**config.mk**
```make
export PLATFORM = sky130hd
export DESIGN_NAME = mmdec_top
export DESIGN_NICKNAME = d
export VERILOG_FILES = /design/src/logic/mmdec_pkg.sv /design/src/logic/mmdec_cfg_if.sv /design/src/logic/mmdec_top.sv /design/src/logic/mmdec_strap.sv /design/src/logic/mmdec_decode.sv
export SDC_FILE = /design/constraint.sdc
export NUM_CORES = 1
export LEC_CHECK = 0
export BUFFER_PORTS_ARGS = -buffer_cell sky130_fd_sc_hd__buf_2
export CAP_MARGIN = 20
export CORE_MARGIN = 2
export CORE_UTILIZATION = 56
export CTS_CLUSTER_SIZE = 10
export DETAILED_ROUTE_END_ITERATION = 12
export PLACE_DENSITY = 0.75
export REMOVE_ABC_BUFFERS = 1
export SLEW_MARGIN = 10
export SYNTH_ARGS = -nofsm -noshare
export SYNTH_HDL_FRONTEND = slang
export SYNTH_SLANG_ARGS = --single-unit
```
**constraint.sdc**
```tcl
create_clock -name pclk -period 9.37 [get_ports pclk]
set_input_delay 1.4055 -clock pclk [delete_from_list [all_inputs] [get_ports pclk]]
set_output_delay 1.4055 -clock pclk [all_outputs]
set_load 0.02 [all_outputs]
```
**src/logic/mmdec_pkg.sv**
```systemverilog
package mmdec_pkg;

	// ****************************************************************
	// Register offsets (byte addresses on the APB slave)
	// ****************************************************************
	localparam logic [11:0] off_sram_size   = 12'h000; // SRAM size code
	localparam logic [11:0] off_bank0_start = 12'h004; // Primary bank base
	localparam logic [11:0] off_bank0_size  = 12'h008; // Primary bank size
	localparam logic [11:0] off_bank1_start = 12'h00c; // Secondary base
	localparam logic [11:0] off_bank1_size  = 12'h010; // Secondary size
	localparam logic [11:0] off_bank_ctrl   = 12'h014; // Enables, boot
	localparam logic [11:0] off_wbuf_ctrl   = 12'h018; // Buffered writes
	localparam logic [11:0] off_status      = 12'h01c; // Decode status

	// ****************************************************************
	// Field positions and reset values
	// ****************************************************************
	localparam int bit_bank0_en  = 0; // Bank control: primary enable
	localparam int bit_bank1_en  = 1; // Bank control: secondary enable
	localparam int bit_boot_sel  = 2; // Bank control: boot strap (RO)
	localparam int bit_wbuf_en   = 3; // Write-buffer enable position
	localparam logic [1:0] sram_32k = 2'h0; // Size code 32K
	localparam logic [1:0] sram_64k = 2'h1; // Size code 64K
	localparam logic [1:0] sram_96k = 2'h2; // Size code 96K
	localparam logic [31:0] boot_base     = 32'h0000_0000; // Boot address
	localparam logic [31:0] boot_size     = 32'h0001_0000; // First sector
	localparam logic [31:0] sram_kbyte    = 32'h0000_0400; // One kilobyte

	// ****************************************************************
	// Window bases
	// ****************************************************************
	localparam logic [31:0] tcm_sram_base   = 32'h0400_0000; // TCM alias
	localparam logic [31:0] buf_sram_base   = 32'h4000_0000; // Buffered
	localparam logic [31:0] nbuf_sram_base  = 32'h5000_0000; // Direct
	localparam logic [31:0] buf_periph_lo   = 32'h4800_0000; // Bridges buf
	localparam logic [31:0] buf_periph_hi   = 32'h4fff_ffff;
	localparam logic [31:0] nbuf_periph_lo  = 32'h5800_0000; // Bridges nbuf
	localparam logic [31:0] nbuf_periph_hi  = 32'h5fff_ffff;
	localparam logic [31:0] bridge_b_offset = 32'h0400_0000; // Second half

	// ****************************************************************
	// Targets
	// ****************************************************************
	typedef enum logic [2:0] {
		mmdec_tgt_none   = 3'b000,
		mmdec_tgt_sram   = 3'b001,
		mmdec_tgt_flash0 = 3'b010,
		mmdec_tgt_flash1 = 3'b011,
		mmdec_tgt_brg_a  = 3'b100,
		mmdec_tgt_brg_b  = 3'b101
	} mmdec_tgt_t;

endpackage : mmdec_pkg

```
**src/logic/mmdec_cfg_if.sv**
```systemverilog
// Configuration handed from the register file to the decoder
interface mmdec_cfg_if;
	logic [1:0]  sram_size;   // SRAM size code
	logic [31:0] bank0_start; // Primary bank base
	logic [31:0] bank0_size;  // Primary bank size in bytes
	logic [31:0] bank1_start; // Secondary bank base
	logic [31:0] bank1_size;  // Secondary bank size in bytes
	logic        bank0_en;    // Primary bank enable
	logic        bank1_en;    // Secondary bank enable
	logic        wbuf_en;     // Buffered writes allowed

	modport regs (output sram_size, bank0_start, bank0_size,
		bank1_start, bank1_size, bank0_en, bank1_en, wbuf_en);
	modport dec (input sram_size, bank0_start, bank0_size,
		bank1_start, bank1_size, bank0_en, bank1_en, wbuf_en);
endinterface : mmdec_cfg_if

```
**src/logic/mmdec_top.sv**
```systemverilog
module mmdec_top #(
	parameter int sram_max_kb = 96 // Largest SRAM fitted
) (
	input  wire logic        pclk,       // System clock, 10 MHz
	input  wire logic        presetn,    // Async reset, active low
	input  wire logic        psel,       // APB select
	input  wire logic        penable,    // APB access phase
	input  wire logic        pwrite,     // APB direction
	input  wire logic [11:0] paddr,      // APB byte address
	input  wire logic [31:0] pwdata,     // APB write data
	output logic [31:0]      prdata,     // APB read data
	output logic             pready,     // APB ready
	output logic             pslverr,    // APB error
	input  wire logic        boot_nv,    // Non-volatile boot bit
	input  wire logic        bus_req,    // System bus address valid
	input  wire logic [31:0] bus_addr,   // System bus address
	input  wire logic        bus_write,  // System bus write
	input  wire logic        bus_cpu,    // Master is the CPU
	output mmdec_pkg::mmdec_tgt_t sel_tgt, // Selected target
	output logic [31:0]      sel_offset, // Offset in target
	output logic             sel_tcm,    // Tightly-coupled path
	output logic             sel_buf,    // Buffered write
	output logic             sel_err     // Bus error response
);
	// ****************************************************************
	// State
	// ****************************************************************
	typedef struct packed {
		logic [1:0]  sram_size;
		logic [31:0] bank0_start;
		logic [31:0] bank0_size;
		logic [31:0] bank1_start;
		logic [31:0] bank1_size;
		logic        bank0_en;
		logic        bank1_en;
		logic        wbuf_en;
		logic        booted;   // Boot layout applied
		logic [31:0] rdata;
		logic        err_seen; // Sticky decode error
	} mmdec_regs_t;

	mmdec_regs_t st;      // Current registers
	mmdec_regs_t next_st; // Next registers

	mmdec_cfg_if cfg ();  // Config to decoder
	logic boot_sel;       // Captured strap
	logic boot_vld;       // Strap captured
	logic acc;            // APB access phase
	logic map_hit;        // Address mapped

	// ****************************************************************
	// Strap capture and decoder
	// ****************************************************************
	mmdec_strap u_strap (
		.pclk     (pclk),
		.presetn  (presetn),
		.boot_nv  (boot_nv),
		.boot_sel (boot_sel),
		.boot_vld (boot_vld)
	);

	mmdec_decode #(.sram_max_kb(sram_max_kb)) u_dec (
		.pclk     (pclk),
		.presetn  (presetn),
		.cfg      (cfg),
		.req      (bus_req),
		.addr     (bus_addr),
		.write    (bus_write),
		.from_cpu (bus_cpu),
		.tgt      (sel_tgt),
		.offset   (sel_offset),
		.tcm      (sel_tcm),
		.buffered (sel_buf),
		.err      (sel_err)
	);

	// Drive configuration out
	assign cfg.sram_size   = st.sram_size;
	assign cfg.bank0_start = st.bank0_start;
	assign cfg.bank0_size  = st.bank0_size;
	assign cfg.bank1_start = st.bank1_start;
	assign cfg.bank1_size  = st.bank1_size;
	assign cfg.bank0_en    = st.bank0_en;
	assign cfg.bank1_en    = st.bank1_en;
	assign cfg.wbuf_en     = st.wbuf_en;

	// ****************************************************************
	// APB slave
	// ****************************************************************
	assign acc = psel && penable;
	assign map_hit = (paddr[1:0] == 2'h0) && (paddr <= mmdec_pkg::off_status);
	assign pready = 1'b1;            // Zero wait states
	assign pslverr = acc && !map_hit; // Unmapped address
	assign prdata = st.rdata;

	// Register update, read mux and boot layout
	always_comb begin
		next_st = st;
		// Apply boot layout once strap is known
		if (boot_vld && !st.booted) begin
			next_st.booted = 1'b1;
			if (boot_sel) begin
				next_st.bank1_en = 1'b1;
				next_st.bank1_start = mmdec_pkg::boot_base;
				next_st.bank1_size = mmdec_pkg::boot_size;
			end else begin
				next_st.bank0_en = 1'b1;
				next_st.bank0_start = mmdec_pkg::boot_base;
				next_st.bank0_size = mmdec_pkg::boot_size;
			end
		end
		// Error flag: set wins over read-clear
		if (psel && !penable && !pwrite
			&& paddr == mmdec_pkg::off_status) begin
			next_st.err_seen = 1'b0;
		end
		if (sel_err) begin
			next_st.err_seen = 1'b1;
		end
		// Read data prepared in setup phase
		if (psel && !penable) begin
			next_st.rdata = '0;
			unique case (paddr)
				mmdec_pkg::off_sram_size:
					next_st.rdata = {30'h0000_0000, st.sram_size};
				mmdec_pkg::off_bank0_start:
					next_st.rdata = st.bank0_start;
				mmdec_pkg::off_bank0_size:
					next_st.rdata = st.bank0_size;
				mmdec_pkg::off_bank1_start:
					next_st.rdata = st.bank1_start;
				mmdec_pkg::off_bank1_size:
					next_st.rdata = st.bank1_size;
				mmdec_pkg::off_bank_ctrl: begin
					next_st.rdata[mmdec_pkg::bit_bank0_en] = st.bank0_en;
					next_st.rdata[mmdec_pkg::bit_bank1_en] = st.bank1_en;
					next_st.rdata[mmdec_pkg::bit_boot_sel] = boot_sel;
				end
				mmdec_pkg::off_wbuf_ctrl:
					next_st.rdata[mmdec_pkg::bit_wbuf_en] = st.wbuf_en;
				mmdec_pkg::off_status: begin
					next_st.rdata[0] = st.err_seen;
					next_st.rdata[1] = boot_vld;
				end
				default: next_st.rdata = '0;
			endcase
		end
		// Writes in access phase
		if (acc && pwrite) begin
			unique case (paddr)
				mmdec_pkg::off_sram_size: begin
					if (pwdata[1:0] == mmdec_pkg::sram_32k
						|| pwdata[1:0] == mmdec_pkg::sram_64k
						|| (pwdata[1:0] == mmdec_pkg::sram_96k
						&& sram_max_kb == 96))
						next_st.sram_size = pwdata[1:0];
				end
				mmdec_pkg::off_bank0_start:
					next_st.bank0_start = pwdata;
				mmdec_pkg::off_bank0_size:
					next_st.bank0_size = pwdata;
				mmdec_pkg::off_bank1_start:
					next_st.bank1_start = pwdata;
				mmdec_pkg::off_bank1_size:
					next_st.bank1_size = pwdata;
				mmdec_pkg::off_bank_ctrl: begin    // boot bit RO
					next_st.bank0_en = pwdata[mmdec_pkg::bit_bank0_en];
					next_st.bank1_en = pwdata[mmdec_pkg::bit_bank1_en];
				end
				mmdec_pkg::off_wbuf_ctrl:
					next_st.wbuf_en = pwdata[mmdec_pkg::bit_wbuf_en];
				default: begin
				end
			endcase
		end
	end

	// Register bank; size 32K, buffering off, banks off till strap
	always_ff @(posedge pclk or negedge presetn) begin
		if (!presetn) begin
			st <= '0;
		end else begin
			st <= next_st;
		end
	end
endmodule : mmdec_top

```
**src/logic/mmdec_strap.sv**
```systemverilog
// ********************************************************************
// Boot strap capture: three-stage synchroniser on the config bit
// ********************************************************************
module mmdec_strap (
	input  wire logic pclk,     // System clock
	input  wire logic presetn,  // Async reset, active low
	input  wire logic boot_nv,  // Non-volatile boot bit from flash
	output logic      boot_sel, // Captured boot selection
	output logic      boot_vld  // Capture done
);
	typedef struct packed {
		logic [2:0] sync;  // Three-flop synchroniser
		logic       sel;   // Latched choice
		logic       vld;   // Capture done
		logic [1:0] fill;  // Edges seen since reset release
	} mmdec_strap_t;

	mmdec_strap_t st;      // Current state
	mmdec_strap_t next_st; // Next state

	// Capture once after release; CPU has no path to change it
	always_comb begin
		next_st = st;
		next_st.sync = {st.sync[1:0], boot_nv};
		// Reset zeros in the chain must not pass for a real sample
		if (!(&st.fill)) begin
			next_st.fill = st.fill + 2'h1;
		end
		if (!st.vld && (&st.fill)
			&& (st.sync[2] == st.sync[1])) begin
			next_st.sel = st.sync[2];
			next_st.vld = 1'b1;
		end
	end

	// State register
	always_ff @(posedge pclk or negedge presetn) begin
		if (!presetn) begin
			st <= '0;
		end else begin
			st <= next_st;
		end
	end

	assign boot_sel = st.sel;
	assign boot_vld = st.vld;
endmodule : mmdec_strap

```
**src/logic/mmdec_decode.sv**
```systemverilog
// ********************************************************************
// Address decoder core (combinational plus registered outputs)
// ********************************************************************
module mmdec_decode #(
	parameter int sram_max_kb = 96 // Largest SRAM fitted
) (
	input  wire logic     pclk,      // System clock
	input  wire logic     presetn,   // Async reset, active low
	mmdec_cfg_if.dec      cfg,       // Decode configuration
	input  wire logic     req,       // Address phase valid
	input  wire logic [31:0] addr,   // Bus address
	input  wire logic     write,     // Write access
	input  wire logic     from_cpu,  // Master is the CPU
	output mmdec_pkg::mmdec_tgt_t tgt, // Selected target
	output logic [31:0]   offset,    // Offset inside target
	output logic          tcm,       // Via tightly-coupled port
	output logic          buffered,  // Write may be buffered
	output logic          err        // No window hit
);
	// Refuse SRAM sizes the decoder cannot map
	if (sram_max_kb != 64 && sram_max_kb != 96) begin : g_bad_sram
		$error("sram_max_kb must be 64 or 96");
	end

	typedef struct packed {
		mmdec_pkg::mmdec_tgt_t tgt;
		logic [31:0] offset;
		logic        tcm;
		logic        buffered;
		logic        err;
	} mmdec_dec_t;

	mmdec_dec_t st;      // Registered result
	mmdec_dec_t next_st; // Decoded result

	// Window hit test, used for the SRAM aliases and flash banks
	function automatic logic in_win(input logic [31:0] a,
		input logic [31:0] base, input logic [31:0] size);
		logic [31:0] d;
		d = a - base;
		in_win = (a >= base) && (d < size);
	endfunction : in_win

	// SRAM bytes from size code; 96K only when fitted, other codes give 32K
	function automatic logic [31:0] sram_bytes(input logic [1:0] c);
		logic [31:0] b;
		b = mmdec_pkg::sram_kbyte << 5;
		if (c == mmdec_pkg::sram_64k)
			b = mmdec_pkg::sram_kbyte << 6;
		if (c == mmdec_pkg::sram_96k && sram_max_kb == 96)
			b = mmdec_pkg::sram_kbyte * 32'd96;
		sram_bytes = b;
	endfunction : sram_bytes

	logic [31:0] sram_len; // Active SRAM window length

	// Decode one address against every window
	always_comb begin
		sram_len = sram_bytes(cfg.sram_size);
		next_st = '0;
		next_st.tgt = mmdec_pkg::mmdec_tgt_none;
		if (req) begin
			if (in_win(addr, mmdec_pkg::tcm_sram_base, sram_len)) begin
				next_st.tgt = mmdec_pkg::mmdec_tgt_sram;
				next_st.offset = addr - mmdec_pkg::tcm_sram_base;
				next_st.tcm = from_cpu;
			end else if (in_win(addr, mmdec_pkg::buf_sram_base,
				sram_len)) begin
				next_st.tgt = mmdec_pkg::mmdec_tgt_sram;
				next_st.offset = addr - mmdec_pkg::buf_sram_base;
				// Only CPU writes with buffering on
				next_st.buffered = from_cpu && write
					&& cfg.wbuf_en;
			end else if (in_win(addr, mmdec_pkg::nbuf_sram_base,
				sram_len)) begin
				next_st.tgt = mmdec_pkg::mmdec_tgt_sram;
				next_st.offset = addr - mmdec_pkg::nbuf_sram_base;
			end else if (addr >= mmdec_pkg::buf_periph_lo
				&& addr <= mmdec_pkg::buf_periph_hi) begin
				next_st.offset = addr - mmdec_pkg::buf_periph_lo;
				next_st.buffered = from_cpu && write && cfg.wbuf_en;
			end else if (addr >= mmdec_pkg::nbuf_periph_lo
				&& addr <= mmdec_pkg::nbuf_periph_hi) begin
				next_st.offset = addr - mmdec_pkg::nbuf_periph_lo;
			end else if (cfg.bank0_en && in_win(addr, cfg.bank0_start,
				cfg.bank0_size)) begin
				next_st.tgt = mmdec_pkg::mmdec_tgt_flash0;
				next_st.offset = addr - cfg.bank0_start;
			end else if (cfg.bank1_en && in_win(addr, cfg.bank1_start,
				cfg.bank1_size)) begin
				next_st.tgt = mmdec_pkg::mmdec_tgt_flash1;
				next_st.offset = addr - cfg.bank1_start;
			end else begin
				next_st.err = 1'b1;
			end
			// Split bridge range into its two windows
			if (((addr >= mmdec_pkg::buf_periph_lo
				&& addr <= mmdec_pkg::buf_periph_hi)
				|| (addr >= mmdec_pkg::nbuf_periph_lo
				&& addr <= mmdec_pkg::nbuf_periph_hi))
				&& next_st.tgt == mmdec_pkg::mmdec_tgt_none
				&& !next_st.err) begin
				if (next_st.offset < mmdec_pkg::bridge_b_offset) begin
					next_st.tgt = mmdec_pkg::mmdec_tgt_brg_a;
				end else begin
					next_st.tgt = mmdec_pkg::mmdec_tgt_brg_b;
					next_st.offset = next_st.offset
						- mmdec_pkg::bridge_b_offset;
				end
			end
		end
	end

	// Result register
	always_ff @(posedge pclk or negedge presetn) begin
		if (!presetn) begin
			st <= '0;
		end else begin
			st <= next_st;
		end
	end

	assign tgt      = st.tgt;
	assign offset   = st.offset;
	assign tcm      = st.tcm;
	assign buffered = st.buffered;
	assign err      = st.err;
endmodule : mmdec_decode

```
==> run_results.csv, run 1 <==
group,metric,value,unit
detailed_routing,first_pass_iters,7,
die,io_pins,157,
sta,finalSetupViolCount,0,
final_layout,nets,2315,
setup_path,slowest_delay,0.90,ns
sta,finalSetupTns,0,ns
placement,dpl_worst_slack,1.767,ns
die,die_h,173.2,µm
job,drv_cap,0,
clock_tree,htree_levels,1,
clock_tree,tritoncts,"built",
synthesis,synth_cells,2012,
hold_path,hold_depth,0,
sta,fmax,0.1379,GHz
detailed_routing,routedWlPerCell,23.22,µm
placement,numPortBuffers,155,
synthesis,syn_avg_cell_area,7.964,µm²
sta,timing.final.crit_share,77.39,%
detailed_routing,vias_per_cell,6.486,
sta,finalHoldViolCount,0,
setup_path,critPathArrivalTime,7.71,ns
clock_tree,clk_pin_slew_worst_paths,0.05,ns
sta,fin_crit,7.252,ns
die,dieArea,29980,µm²
setup_path,crit_slowest_cell,"a221oi_4",
synthesis,yosys_most_used_dff,"dfrtp_1",
placement,hpwlAfterDp,43120,µm
synthesis,ys_warn_count,0,
synthesis,yosys.area.top_type_share,33.11,%
clock_tree,hold_buffers,0,
setup_path,crit_type,"input pin to flip-flop",
sta,layout_setup_ws,2.118,ns
final_layout,design_area,17540,µm²
clock_tree,cts_resized,0,
pwr,power_density,197.7,nW/µm²
placement,globalplace.congestion,1.058,
final_layout,drive_gt1_share,10.88,%
global_routing,grt_pass1_vias,15170,
clock_tree,numCtsBuffers,25,
synthesis,postSynth.asyncResetShare,100.0,%
setup_path,reg2reg_depth,24,
detailed_routing,wl,57230,µm
die,fp.dieW,173.2,µm
final_layout,area_growth,9.480,%
detailed_routing,vias,15990,
clock_tree,clk_latency,0.57,ns
synthesis,synth-edff-count,0,
pwr,ir_worst_vdd,0.0001443,V
synthesis,netlist.top_cell.by_area,"dfrtp_1",
global_routing,grt_max_degree,74,
die,rows,61,
global_routing,grtUsageTotal,37.22,%
setup_path,cp.required,9.83,ns
detailed_routing,ant_nets,0,
final_layout,diodes,0,
sta,drv_slew,0,
synthesis,yosys-top-cells-area,"dfrtp_1 (33%), ha_1 (11%), nand2_1 (8.9%)",
sta,whs,0.3581,ns
die,initial_core_util,57.20,%
sta,max-slew-margin-rel,21.74,%
clock_tree,cts_setup_buffers,0,
placement,placed_cell_area,16870,µm²
sta,tightest_slew,1.167,ns
detailed_routing,drtIter0Drc,2065,
sta,rsz0062_at_grt,"false",
clock_tree,cts_buffer_depth,3,
outcome,status,"completed",
global_routing,grt_pass1_wl,87830,µm
clock_tree,clock_sinks,212,
global_routing,antenna_found_initial,0,
setup_path,cp_max_fo,17,
sta,final.setup_skew,0.02813,ns
synthesis,yosysUniqueCellTypes,73,
synthesis,seq_area_frac_synth,33.11,%
global_routing,grt_overflow,0,
clock_tree,root_buffer,"clkbuf_16",
setup_path,crit_path_start_kind,"input pin",
synthesis,syn_area,16020,µm²
hold_path,hold_class,"flip-flop to flip-flop",
setup_path,endpoint_kind,"flip-flop",
detailed_routing,drc,0,
setup_path,reg2reg_slack,2.71,ns
pwr,p_leak,8.770,nW
synthesis,ys_seq_elements,212,
die,core_area,28010,µm²
pwr,power,3.469,mW
cell usage in the layout, fill, tap and decap left out, types with 6 or more instances in the layout:
cell type	synthesis	layout
a21oi_1	131	131
ha_1	144	144
nand2_1	382	382
dfrtp_1	212	212
inv_1	163	163
and4_1	12	12
a21o_1	61	61
o21a_1	13	13
a31oi_1	16	16
a221oi_1	29	29
a211oi_1	19	19
o31a_1	6	6
buf_4	33	18
o31ai_1	9	8
nand4_1	37	37
nor4_1	13	11
o211ai_1	9	9
nor2b_1	13	13
o21ai_0	190	190
and3_1	13	12
a211o_1	7	7
and2_1	11	9
clkbuf_16	0	25
xnor2_1	41	41
or3_1	16	15
nor2_1	91	89
nor3_1	37	35
nor3b_1	24	24
a222oi_1	30	30
xor2_1	16	16
buf_2	3	154
nand2b_1	17	17
o21bai_1	13	13
nand3_1	24	24
metal layers:
| layer | vias up | share of wire (%) | global-route usage, % |
|---|---|---|---|
| met5 | - | 0 | 0 |
| met4 | 0 | 3.6 | 12.71 |
| met3 | 132 | 9.9 | 6.354 |
| met2 | 937 | 43 | 56.73 |
| met1 | 7674 | 43 | 53.58 |
| li1 | 7244 | - | - |
registers in the layout, summed over array words and instances, names as in the netlist:
register	cells
cfg.wbuf_en	1
prdata	32
st	2
u_dec.tgt	3
u_strap.boot_sel	1
cfg.bank0_start	32
u_strap.next_st	2
cfg.bank0_size	32
u_dec.tcm	1
u_strap.st	3
u_dec.err	1
u_dec.offset	32
cfg.bank1_start	32
cfg.bank0_en	1
cfg.bank1_size	32
cfg.bank1_en	1
u_dec.buffered	1
u_strap.boot_vld	1
cfg.sram_size	2
final cells by class:
class / instances / area, µm²
multi-input combinational: 1508 / 9564
tap: 378 / 473.0
fill: 2506 / 10470
timing repair buffer: 173 / 920.9
clock inverter: 3 / 30.03
clock buffer: 27 / 633.1
inverter: 164 / 615.6
sequential: 212 / 5305
cell usage after synthesis, types with 16 or more instances:
| cell type | count |
|---|---|
| a211oi_1 | 19 |
| a21o_1 | 61 |
| a21oi_1 | 131 |
| a221oi_1 | 29 |
| a222oi_1 | 30 |
| a31oi_1 | 16 |
| buf_4 | 33 |
| clkbuf_1 | 89 |
| dfrtp_1 | 212 |
| ha_1 | 144 |
| inv_1 | 163 |
| nand2_1 | 382 |
| nand2b_1 | 17 |
| nand3_1 | 24 |
| nand4_1 | 37 |
| nor2_1 | 91 |
| nor3_1 | 37 |
| nor3b_1 | 24 |
| o21ai_0 | 190 |
| or3_1 | 16 |
| xnor2_1 | 41 |
| xor2_1 | 16 |
cells by family after synthesis:
family,count (synthesis),share of synthesized area (%)
xor gates and xnor gates,57,3.116
muxes,7,0.4607
DFF,212,33.11
other,1,0.02340
AOI/OAI and AO/OA,586,23.66
and+or+nand+nor,711,20.50
buffers and inverters,292,7.637
adders and majority gates,146,11.49
critical path, delay by kind of cell:
family	cells	cell delay, ns
AND/OR/NAND/NOR	6	1.17
adder cells (fa/ha/maj)	4	1.11
buffers and inverters	4	0.32
AO/OA/AOI/OAI	11	3.49
XOR/XNOR	1	0.18
metrics by stage:
step	utilization, %	cells
finish	62.63	2465
detailed placement	60.23	2435
CTS	62.60	2465
global route	62.63	2465
global placement	60.23	2435
floorplan	-	1884
report_power, final:
part / internal (mW) / switching (mW) / leakage (nW) / total [mW]
clock network: 0.475 / 0.380 / 0.328 / 0.855
logic: 0.529 / 0.962 / 5.91 / 1.49
registers: 1.04 / 0.0864 / 2.53 / 1.12
total: 2.04 / 1.43 / 8.77 / 3.47
worst paths after layout:
kind                                              start                            end
max                                         bus_addr[0]     u_dec.offset[30]$_DFF_PN0_
max reg2reg                cfg.bank0_start[0]$_DFF_PN0_     u_dec.offset[30]$_DFF_PN0_
min reg2reg                u_strap.next_st[5]$_DFF_PN0_   u_strap.next_st[6]$_DFF_PN0_
max in group asynchronous                       presetn         prdata[31]$_DFFE_PN0P_
min                        u_strap.next_st[5]$_DFF_PN0_   u_strap.next_st[6]$_DFF_PN0_
min in group asynchronous                       presetn  cfg.bank0_start[10]$_DFF_PN0_
Power figures use the tool's default switching activity.
==> inputs of run 2 (changes only) <==
CORE_UTILIZATION = 55   (was 56)
PLACE_DENSITY = 0.77   (was 0.75)
clock period = 6.3 ns   (was 9.37 ns; I/O delays follow)
==> run_results.csv, run 2 (synthesis results as in run 1) <==
group,metric,value,unit
global_routing,antenna_found_initial,0,
global_routing,grt_use_met3,6.266,%
sta,finalSetupViolCount,0,
setup_path,critPathArrivalTime,6.39,ns
detailed_routing,drtIter0Drc,2150,
clock_tree,clk_pin_slew_worst_paths,0.05,ns
job,drv_cap,0,
setup_path,crit_slowest_cell,"fa_1",
sta,drv_slew,0,
clock_tree,clock_sinks,212,
detailed_routing,first_pass_iters,9,
clock_tree,root_buffer,"clkbuf_16",
setup_path,endpoint_kind,"flip-flop",
detailed_routing,vias,16240,
final_layout,drive_gt1_share,14.71,%
placement,globalplace.congestion,1.012,
clock_tree,hold_buffers,0,
setup_path,reg2reg_depth,27,
setup_path,cp_max_fo,4,
clock_tree,tritoncts,"built",
global_routing,grt_overflow,0,
sta,whs,0.3543,ns
die,dieArea,30510,µm²
detailed_routing,wl,56970,µm
sta,timing.final.crit_share,94.06,%
setup_path,path_delay_family,"compound AO/OA/AOI/OAI gates",
sta,tightest_slew,1.245,ns
global_routing,busiest_layer,"met2",
sta,rsz0062_at_grt,"false",
setup_path,crit_type,"input pin to flip-flop",
final_layout,layout_common_cells,"nand2_1 (382), dfrtp_1 (212), o21ai_0 (189)",
clock_tree,numCtsBuffers,26,
setup_path,crit_buf_inv,4,
die,io_pins,157,
clock_tree,cts_buffer_depth,3,
sta,final.setup_skew,0.01277,ns
global_routing,grtUsageMet2,55.75,%
global_routing,grt_max_degree,111,
detailed_routing,routedWlPerCell,22.20,µm
clock_tree,clk_latency,0.55,ns
placement,hpwlAfterDp,42450,µm
setup_path,path_depth,27,
pwr,ir_worst_vdd,0.0002380,V
final_layout,nets,2405,
setup_path,crit_path_start_kind,"input pin",
global_routing,grtUsageTotal,36.54,%
outcome,status,"completed",
placement,numPortBuffers,155,
setup_path,cp.required,6.76,ns
sta,max-slew-margin-rel,16.56,%
die,initial_core_util,55.82,%
detailed_routing,drc,0,
hold_path,hold_depth,0,
die,die_h,174.7,µm
sta,fmax,0.1688,GHz
detailed_routing,ant_nets,0,
die,core_area,28700,µm²
die,fp.dieW,174.7,µm
final_layout,layout_commonest_cell,"nand2_1",
clock_tree,cts_setup_buffers,0,
detailed_routing,vias_per_cell,6.328,
hold_path,hold_class,"flip-flop to flip-flop",
pwr,power_density,297.6,nW/µm²
setup_path,slowest_delay,0.42,ns
global_routing,grt_pass1_vias,15410,
final_layout,nFillCells,2530,
sta,finalHoldViolCount,0,
final_layout,area_growth,14.43,%
final_layout,diodes,0,
pwr,power,5.456,mW
sta,fin_crit,5.926,ns
global_routing,met1_usage,54.20,%
clock_tree,htree_levels,1,
die,rows,62,
pwr,p_leak,9.252,nW
setup_path,cpMostUsedCell,"ha_1",
global_routing,grt_pass1_wl,87770,µm
==> run 2: changes by cell type in the layout (fill, tap and decap cells not counted), moves of 2 or more <==
cell,delta
buf_12,+2
buf_4,+87
clkbuf_1,+2
clkbuf_16,+2
clkbuf_8,+4
clkinv_2,-2
==> run 2: area by class of cell <==
| class | count | area [µm²] | area share [%] |
|---|---|---|---|
| flip-flops and latches | 212 | 5305 | 28.93 |
| well taps | 384 | 480.5 | 2.620 |
| clock inverters | 1 | 8.758 | 0.04777 |
| clock buffers | 35 | 745.7 | 4.067 |
| repair buffers | 262 | 1614 | 8.803 |
| multi-input cells | 1508 | 9565 | 52.17 |
| inverters | 164 | 615.6 | 3.357 |
==> run 2: worst register-to-register path: cells and delay by family (launching register included) <==
family	cells	cell delay, ns
buf+inv	2	0.35
compound gates	15	2.80
fa+ha+maj	3	0.78
simple gates	7	1.44
flops	1	0.37
==> run 2: repair_timing <==
action,4_1_cts,5_1_grt
hold endpoints to repair,0,0
setup endpoints to repair,0,7
gates resized for setup,0,4
==> run 2: per-stage QoR <==
| stage | area [µm²] | setup WS, ns | std cells | utilization, % | setup TNS (ns) |
|---|---|---|---|---|---|
| floorplan | 15410 | 0.07547 | 1884 | - | 0 |
| global placement | 17550 | -0.1273 | 2529 | 61.15 | -0.2799 |
| detailed placement | 17550 | -0.3263 | 2529 | 61.15 | -1.648 |
| CTS | 18310 | 0.2173 | 2565 | 63.78 | 0 |
| global route | 18340 | 0.009555 | 2566 | 63.88 | 0 |
| finish | 18340 | 0.3741 | 2566 | 63.88 | 0 |
==> run 2: power breakdown <==
group / switching, mW / total [mW] / internal [mW] / leakage [nW]
Clock: 0.567 / 1.37 / 0.807 / 0.370
Sequential: 0.127 / 1.67 / 1.54 / 2.53
Combinational: 1.46 / 2.41 / 0.950 / 6.35
==> run 2: metal layers <==
metal,vias up,wire length (µm)
li1,7441,-
met1,7785,24880
met2,921,24850
met3,90,5993
met4,0,1247
met5,-,0
==> run 2: worst paths after layout <==
check	start	endpoint	slack, ns
max	bus_addr[0]	u_dec.offset[30]$_DFF_PN0_	0.37
min	u_strap.next_st[5]$_DFF_PN0_	u_strap.next_st[6]$_DFF_PN0_	0.35
max reg2reg	cfg.bank0_start[1]$_DFF_PN0_	u_dec.offset[30]$_DFF_PN0_	0.49
min reg2reg	u_strap.next_st[5]$_DFF_PN0_	u_strap.next_st[6]$_DFF_PN0_	0.35
max in group asynchronous	presetn	cfg.bank0_size[28]$_DFF_PN0_	4.84
min in group asynchronous	presetn	u_strap.next_st[6]$_DFF_PN0_	0.41
